--- src/logic/ppgm_cfg.svh ---
/*
  Constants for the parallel programming port controller: register offsets,
  command codes, action codes, field positions and timing counts.
  Assumes a 50 MHz core clock and inclusion by bare name.
*/
`ifndef PPGM_CFG_SVH
`define PPGM_CFG_SVH

// ==========================================================================
// Register offsets (byte addresses on APB).
`define PPGM_OFS_CTRL       12'h000
`define PPGM_OFS_ADDR       12'h004
`define PPGM_OFS_WDATA      12'h008
`define PPGM_OFS_STATUS     12'h00c
`define PPGM_OFS_RDATA      12'h010

// ==========================================================================
// Control register fields.
`define PPGM_CTRL_OP_LSB    0
`define PPGM_CTRL_START_BIT 4
`define PPGM_CTRL_HALF_BIT  5
`define PPGM_CTRL_CMDLD_BIT 6
`define PPGM_CTRL_ADRHI_BIT 7

// ==========================================================================
// Device command bytes.
`define PPGM_CMD_CHIP_ERASE 8'h80
`define PPGM_CMD_WR_FUSE    8'h40
`define PPGM_CMD_WR_LOCK    8'h20
`define PPGM_CMD_WR_EEPROM  8'h11
`define PPGM_CMD_RD_SIG     8'h08
`define PPGM_CMD_RD_FUSELK  8'h04
`define PPGM_CMD_RD_FLASH   8'h02
`define PPGM_CMD_RD_EEPROM  8'h03

// Action codes presented on the action code pins.
`define PPGM_ACT_ADDR       2'h0
`define PPGM_ACT_DATA       2'h1
`define PPGM_ACT_CMD        2'h2
`define PPGM_ACT_IDLE       2'h3

// Fuse and lock masks: reserved bits are forced to one.
`define PPGM_FUSE_KEEP_MASK 8'h2b
`define PPGM_LOCK_KEEP_MASK 8'h06
`define PPGM_EE_ADRHI_MAX   8'h0f
`define PPGM_BLANK_BYTE     8'hff

// ==========================================================================
// Timing.
`define PPGM_CLK_HZ         50000000
`define PPGM_STEP_NS        100
// Worked in MHz so that the product stays inside 32-bit arithmetic.
`define PPGM_STEP_CYC       ((`PPGM_STEP_NS * (`PPGM_CLK_HZ / 1000000) + 999) / 1000)
`define PPGM_FUSE_PULSE_US  1400
`define PPGM_FUSE_PULSE_CYC ((`PPGM_FUSE_PULSE_US * (`PPGM_CLK_HZ / 1000000)))
`define PPGM_ERASE_PULSE_US 15000
`define PPGM_ERASE_PULSE_CYC ((`PPGM_ERASE_PULSE_US * (`PPGM_CLK_HZ / 1000000)))

`endif

--- src/logic/ppgm_pkg.sv ---
/*
  Types for the parallel programming port controller.
  Assumes ppgm_cfg.svh supplies every numeric constant.
*/
`default_nettype none
package ppgm_pkg;
  // ========================================================================
  // Operations software can start.
  typedef enum logic [3:0] {
    PPGM_OP_WR_EEPROM,
    PPGM_OP_RD_EEPROM,
    PPGM_OP_RD_FLASH,
    PPGM_OP_WR_FUSE,
    PPGM_OP_WR_LOCK,
    PPGM_OP_RD_FUSELK,
    PPGM_OP_RD_SIG,
    PPGM_OP_CHIP_ERASE
  } ppgm_op_e;

  // Pin outputs toward the device, kept together.
  typedef struct packed {
    logic [1:0] action_code;
    logic       byte_half_select;
    logic       load_strobe;
    logic       write_pulse_n;
    logic       output_enable_n;
    logic [7:0] data_out;
    logic       data_oe_n;
  } ppgm_pins_s;
endpackage
`default_nettype wire

--- src/logic/ppgm_host.sv ---
/*
  Parallel programming host: an APB slave register file that sequences
  command, address and data loads and write or read strobes on the device.
  Assumes the device is already in programming mode and its pins are wired
  to this module; the data bus is resolved outside from the enable.
*/
`include "ppgm_cfg.svh"
`timescale 1ns/100ps
`default_nettype none
module ppgm_host
(
  input  wire logic        CORE_CLK,          // Core clock, 50 MHz.
  input  wire logic        SYS_RST,           // Asynchronous reset, high.
  input  wire logic        PSEL,              // APB select.
  input  wire logic        PENABLE,           // APB access phase.
  input  wire logic        PWRITE,            // APB direction.
  input  wire logic [11:0] PADDR,             // APB byte address.
  input  wire logic [31:0] PWDATA,            // APB write data.
  output logic      [31:0] PRDATA,            // APB read data.
  output logic             PREADY,            // APB ready.
  output logic             PSLVERR,           // APB error, unmapped address.
  output logic      [1:0]  ACTION_CODE,       // Action code hi and lo.
  output logic             BYTE_HALF_SELECT,  // Byte half select.
  output logic             LOAD_STROBE,       // Load strobe, positive pulse.
  output logic             WRITE_PULSE_N,     // Program pulse, active low.
  output logic             OUTPUT_ENABLE_N,   // Device output enable, low.
  output logic      [7:0]  DATA_OUT,          // Data bus drive value.
  output logic             DATA_OE_N,         // Data bus drive enable, low.
  input  wire logic [7:0]  DATA_IN,           // Data bus level.
  input  wire logic        PROG_DONE_FLAG     // Ready, low while busy.
);
  // ========================================================================
  // Sequencer states.
  typedef enum logic [3:0] {
    S_IDLE, S_SET, S_HIGH, S_LOW, S_NEXT, S_WRLOW, S_WAIT_BUSY,
    S_WAIT_READY, S_OELOW, S_SAMPLE, S_DONE
  } ppgm_state_e;

  // Load steps: command, address high, address low, data.
  typedef enum logic [1:0] {L_CMD, L_AHI, L_ALO, L_DAT} ppgm_load_e;

  // ========================================================================
  // Registers.
  ppgm_state_e        state, next_state;       // Sequencer state.
  ppgm_load_e         step, next_step;         // Current load step.
  ppgm_pkg::ppgm_pins_s pins, next_pins;       // Registered pin outputs.
  logic [19:0]        cnt, next_cnt;           // Step and pulse timer.
  logic [3:0]         op, next_op;             // Operation in progress.
  logic               half, next_half;         // Requested read half.
  logic               cmd_ld, next_cmd_ld;     // Reload command this time.
  logic               ahi_ld, next_ahi_ld;     // Reload high address.
  logic [15:0]        addr, next_addr;         // Address register.
  logic [7:0]         wdata, next_wdata;       // Write data register.
  logic [7:0]         rdata, next_rdata;       // Read back byte.
  logic               busy, next_busy;         // Operation running.
  logic               done, next_done;         // Sticky completion flag.
  logic               skipped, next_skipped;   // Last write was skipped.
  logic               range_err, next_range_err; // Address out of range.
  logic [31:0]        prdata, next_prdata;     // APB read data.
  logic               pready, next_pready;     // APB ready.
  logic               pslverr, next_pslverr;   // APB error.
  logic [1:0]         rdy_sync;                // Ready pin synchroniser.
  logic [7:0]         din_s1, din_s2;          // Data pin synchroniser.
  logic               start_req;               // Start written this cycle.
  logic [7:0]         cmd_byte;                // Command for the operation.
  logic               is_write;                // Operation drives the program pulse.

  // ========================================================================
  // Two flip-flop synchronisers for pins from the device.
  always_ff @(posedge CORE_CLK or posedge SYS_RST)
  begin
    if (SYS_RST)
    begin
      rdy_sync <= 2'h3;
      din_s1   <= 8'h00;
      din_s2   <= 8'h00;
    end
    else
    begin
      rdy_sync <= {rdy_sync[0], PROG_DONE_FLAG};
      din_s1   <= DATA_IN;
      din_s2   <= din_s1;
    end
  end

  // Command byte that each operation loads.
  always_comb
  begin
    unique case (op)
      4'(ppgm_pkg::PPGM_OP_WR_EEPROM): cmd_byte = `PPGM_CMD_WR_EEPROM;
      4'(ppgm_pkg::PPGM_OP_RD_EEPROM): cmd_byte = `PPGM_CMD_RD_EEPROM;
      4'(ppgm_pkg::PPGM_OP_RD_FLASH):  cmd_byte = `PPGM_CMD_RD_FLASH;
      4'(ppgm_pkg::PPGM_OP_WR_FUSE):   cmd_byte = `PPGM_CMD_WR_FUSE;
      4'(ppgm_pkg::PPGM_OP_WR_LOCK):   cmd_byte = `PPGM_CMD_WR_LOCK;
      4'(ppgm_pkg::PPGM_OP_RD_FUSELK): cmd_byte = `PPGM_CMD_RD_FUSELK;
      4'(ppgm_pkg::PPGM_OP_RD_SIG):    cmd_byte = `PPGM_CMD_RD_SIG;
      default:                         cmd_byte = `PPGM_CMD_CHIP_ERASE;
    endcase
  end

  // Write-type operations drive the program pulse; the rest read.
  assign is_write = (op == 4'(ppgm_pkg::PPGM_OP_WR_EEPROM)) ||
                    (op == 4'(ppgm_pkg::PPGM_OP_WR_FUSE)) ||
                    (op == 4'(ppgm_pkg::PPGM_OP_WR_LOCK)) ||
                    (op == 4'(ppgm_pkg::PPGM_OP_CHIP_ERASE));

  assign start_req = PSEL && PENABLE && PWRITE && (PADDR == `PPGM_OFS_CTRL) &&
                     PWDATA[`PPGM_CTRL_START_BIT] && !busy;

  // ========================================================================
  // Next-value logic: APB slave and pin sequencer.
  always_comb
  begin
    next_state     = state;
    next_step      = step;
    next_pins      = pins;
    next_cnt       = cnt;
    next_op        = op;
    next_half      = half;
    next_cmd_ld    = cmd_ld;
    next_ahi_ld    = ahi_ld;
    next_addr      = addr;
    next_wdata     = wdata;
    next_rdata     = rdata;
    next_busy      = busy;
    next_done      = done;
    next_skipped   = skipped;
    next_range_err = range_err;
    next_prdata    = 32'h00000000;
    next_pslverr   = 1'b0;
    // No wait state: ready answers in the cycle after the setup phase.
    next_pready    = PSEL && !PENABLE;
    // Register writes, taken in the access phase.
    if (PSEL && PENABLE && PWRITE)
    begin
      unique case (PADDR)
        `PPGM_OFS_CTRL:
        begin
          if (start_req)
          begin
            next_op     = PWDATA[`PPGM_CTRL_OP_LSB +: 4];
            next_half   = PWDATA[`PPGM_CTRL_HALF_BIT];
            next_cmd_ld = PWDATA[`PPGM_CTRL_CMDLD_BIT];
            next_ahi_ld = PWDATA[`PPGM_CTRL_ADRHI_BIT];
            next_busy   = 1'b1;
            next_state  = S_IDLE;
          end
        end
        `PPGM_OFS_ADDR:   next_addr  = PWDATA[15:0];
        `PPGM_OFS_WDATA:  next_wdata = PWDATA[7:0];
        // Writing one to the done bit clears it.
        `PPGM_OFS_STATUS: next_done  = done && !PWDATA[0];
        default:          ;
      endcase
    end
    // Read data and error are decoded in the setup phase, so that they
    // stand in the access cycle together with ready.
    if (PSEL && !PENABLE)
    begin
      unique case (PADDR)
        `PPGM_OFS_CTRL:   next_prdata = {24'h000000, ahi_ld, cmd_ld, half, 1'b0, op};
        `PPGM_OFS_ADDR:   next_prdata = {16'h0000, addr};
        `PPGM_OFS_WDATA:  next_prdata = {24'h000000, wdata};
        `PPGM_OFS_STATUS: next_prdata = {27'h0, rdy_sync[1], range_err, skipped, busy, done};
        `PPGM_OFS_RDATA:  next_prdata = {24'h000000, rdata};
        default:          next_pslverr = 1'b1;
      endcase
      // Write transfers return zero read data.
      if (PWRITE)
        next_prdata = 32'h00000000;
    end
    // Pin sequencer.
    unique case (state)
      S_IDLE:
      begin
        if (busy)
        begin
          next_range_err = 1'b0;
          next_skipped   = 1'b0;
          if ((op == 4'(ppgm_pkg::PPGM_OP_WR_EEPROM) ||
               op == 4'(ppgm_pkg::PPGM_OP_RD_EEPROM)) &&
              addr[15:8] > `PPGM_EE_ADRHI_MAX)
          begin
            next_range_err = 1'b1;
            next_state     = S_DONE;
          end
          else if (op == 4'(ppgm_pkg::PPGM_OP_WR_EEPROM) &&
                   wdata == `PPGM_BLANK_BYTE)
          begin
            next_skipped = 1'b1;
            next_state   = S_DONE;
          end
          else
          begin
            next_step  = cmd_ld ? L_CMD : (ahi_ld ? L_AHI : L_ALO);
            next_state = S_SET;
          end
        end
      end
      S_SET:
      begin
        unique case (step)
          L_CMD: begin next_pins.action_code = `PPGM_ACT_CMD;
                   next_pins.byte_half_select = 1'b0; next_pins.data_out = cmd_byte; end
          L_AHI: begin next_pins.action_code = `PPGM_ACT_ADDR;
                   next_pins.byte_half_select = 1'b1; next_pins.data_out = addr[15:8]; end
          L_ALO: begin next_pins.action_code = `PPGM_ACT_ADDR;
                   next_pins.byte_half_select = 1'b0; next_pins.data_out = addr[7:0]; end
          L_DAT: begin next_pins.action_code = `PPGM_ACT_DATA;
                   next_pins.byte_half_select = 1'b0;
                   next_pins.data_out =
                     (op == 4'(ppgm_pkg::PPGM_OP_WR_FUSE)) ? (wdata | ~`PPGM_FUSE_KEEP_MASK) :
                     (op == 4'(ppgm_pkg::PPGM_OP_WR_LOCK)) ? (wdata | ~`PPGM_LOCK_KEEP_MASK) :
                     wdata; end
        endcase
        next_pins.data_oe_n = 1'b0;
        next_cnt   = 20'(`PPGM_STEP_CYC);
        next_state = S_HIGH;
      end
      S_HIGH:
      begin
        next_cnt = cnt - 20'h1;
        if (cnt == 20'h0)
        begin
          next_pins.load_strobe = 1'b1;
          next_cnt   = 20'(`PPGM_STEP_CYC);
          next_state = S_LOW;
        end
      end
      S_LOW:
      begin
        next_cnt = cnt - 20'h1;
        if (cnt == 20'h0)
        begin
          next_pins.load_strobe = 1'b0;
          next_cnt   = 20'(`PPGM_STEP_CYC);
          next_state = S_NEXT;
        end
      end
      S_NEXT:
      begin
        next_cnt = cnt - 20'h1;
        if (cnt == 20'h0)
        begin
          next_pins.action_code = `PPGM_ACT_IDLE;
          next_pins.data_oe_n   = 1'b1;
          next_cnt              = 20'(`PPGM_STEP_CYC);
          if (step == L_CMD && ahi_ld && op != 4'(ppgm_pkg::PPGM_OP_RD_SIG))
          begin next_step = L_AHI; next_state = S_SET; end
          else if ((step == L_CMD || step == L_AHI) &&
                   (op == 4'(ppgm_pkg::PPGM_OP_WR_EEPROM) ||
                    op == 4'(ppgm_pkg::PPGM_OP_RD_EEPROM) ||
                    op == 4'(ppgm_pkg::PPGM_OP_RD_FLASH) ||
                    op == 4'(ppgm_pkg::PPGM_OP_RD_SIG)))
          begin next_step = L_ALO; next_state = S_SET; end
          else if (step != L_DAT && (op == 4'(ppgm_pkg::PPGM_OP_WR_EEPROM) ||
                   op == 4'(ppgm_pkg::PPGM_OP_WR_FUSE) ||
                   op == 4'(ppgm_pkg::PPGM_OP_WR_LOCK)))
          begin next_step = L_DAT; next_state = S_SET; end
          else if (is_write)
          begin
            next_pins.byte_half_select = 1'b0;
            next_pins.write_pulse_n    = 1'b0;
            next_cnt = (op == 4'(ppgm_pkg::PPGM_OP_WR_FUSE)) ? 20'(`PPGM_FUSE_PULSE_CYC) :
                       (op == 4'(ppgm_pkg::PPGM_OP_CHIP_ERASE)) ?
                       20'(`PPGM_ERASE_PULSE_CYC) : 20'(`PPGM_STEP_CYC);
            next_state = S_WRLOW;
          end
          else
          begin
            next_pins.byte_half_select = half &&
              (op == 4'(ppgm_pkg::PPGM_OP_RD_FLASH) || op == 4'(ppgm_pkg::PPGM_OP_RD_FUSELK));
            next_state = S_OELOW;
          end
        end
      end
      S_WRLOW:
      begin
        next_cnt = cnt - 20'h1;
        if (cnt == 20'h0)
        begin
          next_pins.write_pulse_n = 1'b1;
          next_cnt   = 20'(`PPGM_STEP_CYC);
          next_state = (op == 4'(ppgm_pkg::PPGM_OP_WR_EEPROM) ||
                        op == 4'(ppgm_pkg::PPGM_OP_WR_LOCK)) ? S_WAIT_BUSY : S_DONE;
        end
      end
      S_WAIT_BUSY:
      begin
        next_cnt = cnt - 20'h1;
        if (cnt == 20'h0)
          next_state = S_WAIT_READY;
      end
      S_WAIT_READY:
      begin
        if (rdy_sync[1])
          next_state = S_DONE;
      end
      S_OELOW:
      begin
        next_pins.output_enable_n = 1'b0;
        next_cnt   = 20'(`PPGM_STEP_CYC);
        next_state = S_SAMPLE;
      end
      S_SAMPLE:
      begin
        next_cnt = cnt - 20'h1;
        if (cnt == 20'h0)
        begin
          next_rdata = din_s2;
          next_pins.output_enable_n = 1'b1;
          next_state = S_DONE;
        end
      end
      S_DONE:
      begin
        next_busy  = 1'b0;
        next_done  = 1'b1;
        next_state = S_IDLE;
      end
      default: next_state = S_IDLE;
    endcase
  end

  // ========================================================================
  // State registers.
  always_ff @(posedge CORE_CLK or posedge SYS_RST)
  begin
    if (SYS_RST)
    begin
      state <= S_IDLE;  step <= L_CMD;  cnt <= 20'h00000;  op <= 4'h0;
      pins  <= '{action_code: 2'h3, byte_half_select: 1'b0, load_strobe: 1'b0,
                 write_pulse_n: 1'b1, output_enable_n: 1'b1, data_out: 8'h00,
                 data_oe_n: 1'b1};
      half <= 1'b0;  cmd_ld <= 1'b0;  ahi_ld <= 1'b0;  addr <= 16'h0000;
      wdata <= 8'h00;  rdata <= 8'h00;  busy <= 1'b0;  done <= 1'b0;
      skipped <= 1'b0;  range_err <= 1'b0;  prdata <= 32'h00000000;
      pready <= 1'b0;  pslverr <= 1'b0;
    end
    else
    begin
      state <= next_state;  step <= next_step;  cnt <= next_cnt;  op <= next_op;
      pins <= next_pins;  half <= next_half;  cmd_ld <= next_cmd_ld;
      ahi_ld <= next_ahi_ld;  addr <= next_addr;  wdata <= next_wdata;
      rdata <= next_rdata;  busy <= next_busy;  done <= next_done;
      skipped <= next_skipped;  range_err <= next_range_err;
      prdata <= next_prdata;  pready <= next_pready;  pslverr <= next_pslverr;
    end
  end

  // Outputs straight from flip-flops.
  assign PRDATA           = prdata;
  assign PREADY           = pready;
  assign PSLVERR          = pslverr;
  assign ACTION_CODE      = pins.action_code;
  assign BYTE_HALF_SELECT = pins.byte_half_select;
  assign LOAD_STROBE      = pins.load_strobe;
  assign WRITE_PULSE_N    = pins.write_pulse_n;
  assign OUTPUT_ENABLE_N  = pins.output_enable_n;
  assign DATA_OUT         = pins.data_out;
  assign DATA_OE_N        = pins.data_oe_n;
endmodule
`default_nettype wire

--- config.mk ---
export PLATFORM = sky130hd
export DESIGN_NAME = ppgm_host
export DESIGN_NICKNAME = d
export VERILOG_FILES = /design/src/logic/ppgm_pkg.sv /design/src/logic/ppgm_host.sv
export VERILOG_INCLUDE_DIRS = /design/src /design/src/logic
export SDC_FILE = /design/constraint.sdc
export NUM_CORES = 1
export LEC_CHECK = 0
export BUFFER_PORTS_ARGS = -buffer_cell sky130_fd_sc_hd__clkbuf_2
export CAP_MARGIN = 20
export CORE_MARGIN = 2
export CORE_UTILIZATION = 40
export CTS_CLUSTER_SIZE = 14
export DETAILED_ROUTE_END_ITERATION = 16
export PLACE_DENSITY = 0.65
export SLEW_MARGIN = 15
export SYNTH_ARGS = -nofsm -noshare
export SYNTH_HDL_FRONTEND = slang
export SYNTH_SLANG_ARGS = --single-unit
--- constraint.sdc ---
create_clock -name CORE_CLK -period 3.6 [get_ports CORE_CLK]
set_input_delay 0.72 -clock CORE_CLK [delete_from_list [all_inputs] [get_ports CORE_CLK]]
set_output_delay 0.72 -clock CORE_CLK [all_outputs]
set_load 0.01 [all_outputs]
==> flow_summary.yaml <==
power_and_ir_drop:
  power_mw: 4.240
  pwr-share-comb_pct: 19.1
  power_frac_clock_pct: 41.4
  vdd_drop_max_mv: 0.3316
  p_leak_nw: 3.371
  p_sw_share_pct: 29.64
  p_seq_share_pct: 39.5
  powerDensity_mw_per_mm2: 585.4
  p_int_mw: 2.983
  switchingPower_mw: 1.257
synthesis:
  synth_edf_count: 0
  yosys_warnings: 0
  ys_types: 75
  synth_ff_type: "dfrtp_1"
  async_flop_share_pct: 100.0
  synth_seq_cells: 120
  syn_area_per_cell_sq_um: 10.31
  synthesis.area_sq_mm: 0.006167
  synth_seq_area_share_pct: 48.83
  syn_inst: 598
global_route:
  gr-total-overflow: 0
  gr-usage-all-layers_pct: 19.43
  grt_max_degree: 76
  antenna_found_initial: 0
  grt_pass1_vias: 4893
  grt_pass1_wl_um: 24980
clock_network:
  post_cts_resized: 0
  clockRootBuffer: "clkbuf_16"
  cts_htree_levels: 4
  cts_setup_buffers: 0
  cts_tree: "built"
  cts_sinks: 120
  clk_pin_slew_ps: 60
  cts_buffers: 17
  cts_buffer_depth: 2
  insertion_delay_ps: 420
  postCtsHoldBufs: 0
worst_setup_path:
  r2r_start: "cnt[0]$_DFFE_PP0P_"
  startpoint: "cnt[0]$_DFFE_PP0P_"
  crit_arrival_ps: 3510
  rrSetupSlack_ps: 390
  cp_max_fo: 11
  critical_path_class: "register to register"
  start_kind: "register"
  r2r_cells: 8
  r2r_end: "cnt[4]$_DFFE_PP0P_"
  endpoint_kind: "register"
  crit_required_ps: 3910
  setup.worst_path.end: "cnt[4]$_DFFE_PP0P_"
floorplanning:
  io_pins: 107
  rows: 45
  core-area_sq_mm: 0.01515
  die_w_um: 128.2
  die_y_um: 128.2
  floorplan.initialDensity_pct: 40.72
  dieArea_sq_mm: 0.01643
timing:
  finalSetupViolations: 0
  clock.fmax_mhz: 311.7
  max_slew_margin_pct: 42.14
  finalWorstSetupSlack_ps: 391.9
  finalHoldViolCount: 0
  period_needed_ps: 3208
  finClkSkew_ps: 9.292
  rsz0062_at_grt: "false"
  worst_slew_pin_slew_ps: 866.0
  fin_setup_tns_ps: 0
  holdWs_ps: 347.3
  slew_violations: 0
  final.period_utilization_pct: 89.11
final_layout:
  syn2layout_area_growth_pct: 17.43
  final_layout_size_suffix_gt1_share_pct: 28.97
  layout_commonest_cell: "dfrtp_1"
  nets: 727
  final_cell_mix: "dfrtp_1, clkbuf_2, nor2_1, mux2_2"
  insertedDiodeCount: 0
route:
  drtPass1Iterations: 5
  wl_per_cell_um: 17.47
  drt-initial-drc-count: 406
  vias: 4920
  postRouteAntennaNets: 0
  drc: 0
  wirelength_um: 15160
  vias_per_cell: 5.668
min_path:
  worstHoldStart: "din_s1[1]$_DFF_PP0_"
  hp-class: "register to register"
status:
  status: "complete, no violations"
place:
  hpwlAfterDp_um: 10680
  place.gp.congestion: 0.8993
  port-buffer-count: 74
  pre_cts_slack_ps: 380.9
run:
  drv_cap: 0
## how the worst min path moves through the flow
stage               slack [ps]  cells after the start             endpoint
floorplan                  330                      0  din_s2[0]$_DFF_PP0_
global placement           330                      0  din_s2[5]$_DFF_PP0_
detailed placement         340                      0  din_s2[1]$_DFF_PP0_
CTS                        350                      0  din_s2[1]$_DFF_PP0_
global route               360                      0  din_s2[2]$_DFF_PP0_
finish                     350                      0  din_s2[1]$_DFF_PP0_
## routing by layer
layer,share of wire [%],GRT usage (%),wire [um]
met2,49,31.77,7377
met3,5.7,4.800,868
met1,44,24.64,6609
met5,0,0,0
met4,2.0,8.209,308
## synth_stat cells, types with 10 or more instances
cell type	instances	area, sq um
nand3_1	12	60.06
or3_1	10	62.56
a21oi_1	22	110.1
nor4_1	12	75.07
inv_1	14	52.55
o21ai_0	33	165.2
nor3_1	16	80.08
and2_1	10	62.56
mux2_2	48	540.5
nor2_1	64	240.2
clkbuf_1	23	86.33
buf_4	17	127.6
nand2_1	33	123.9
dfrtp_1	113	2828
## registers in the layout (all words and copies together), names as in the netlist, 2 cells and up
register	flops
wdata	8
ACTION_CODE	2
DATA_OUT	8
op	4
PRDATA	16
rdata	8
state	4
addr	16
cnt	20
din_s2	8
din_s1	8
step	2
rdy_sync	2
## power groups by stage
stage          Sequential (mW)  Combinational, mW  Clock, mW
2_1_floorplan             1.62              0.683          0
3_3_place_gp              1.68              0.773          0
3_5_place_dp              1.69              0.800          0
4_1_cts                   1.67              0.802       1.78
5_1_grt                   1.70              0.913       1.84
6_report                  1.68              0.809       1.76
## critical path, stage by stage (launching register included)
cell and delay, ps:
dfrtp_1 460, inv_1 110, ha_1 280, nor4b_2 400, nand2_1 230, or4_4 540, a221oi_4 550, o21ai_0 160
a221o_1 360
## cell type report
type                            count  area, sq um
Inverter                           15        60.06
Clock buffer                       21        470.5
Tap cell                          188        235.2
Clock inverter                     10        143.9
Timing Repair Buffer               87        478.0
Multi-Input combinational cell    427         2843
Fill cell                        1372         7904
Sequential cell                   120         3012
## cell families (layout without fill, tap and decap cells)
logic type / after synthesis / count (layout) / synth area share [%]
other cells: 1 / 16 / 0.06081
fa+ha+maj: 3 / 3 / 0.5275
mux: 58 / 58 / 10.59
flops: 120 / 120 / 48.83
xor+xnor: 13 / 13 / 1.846
compound gates: 129 / 129 / 14.59
buf+inv: 66 / 133 / 5.985
simple gates: 208 / 208 / 17.57
## metrics by stage
step | cells | util (%) | cell area, sq um
floorplan | 613 | - | 6227
global placement | 836 | 43.73 | 6623
detailed placement | 836 | 43.73 | 6623
CTS | 867 | 47.78 | 7237
global route | 868 | 47.82 | 7242
finish | 868 | 47.82 | 7242
Power figures use the tool's default switching activity.
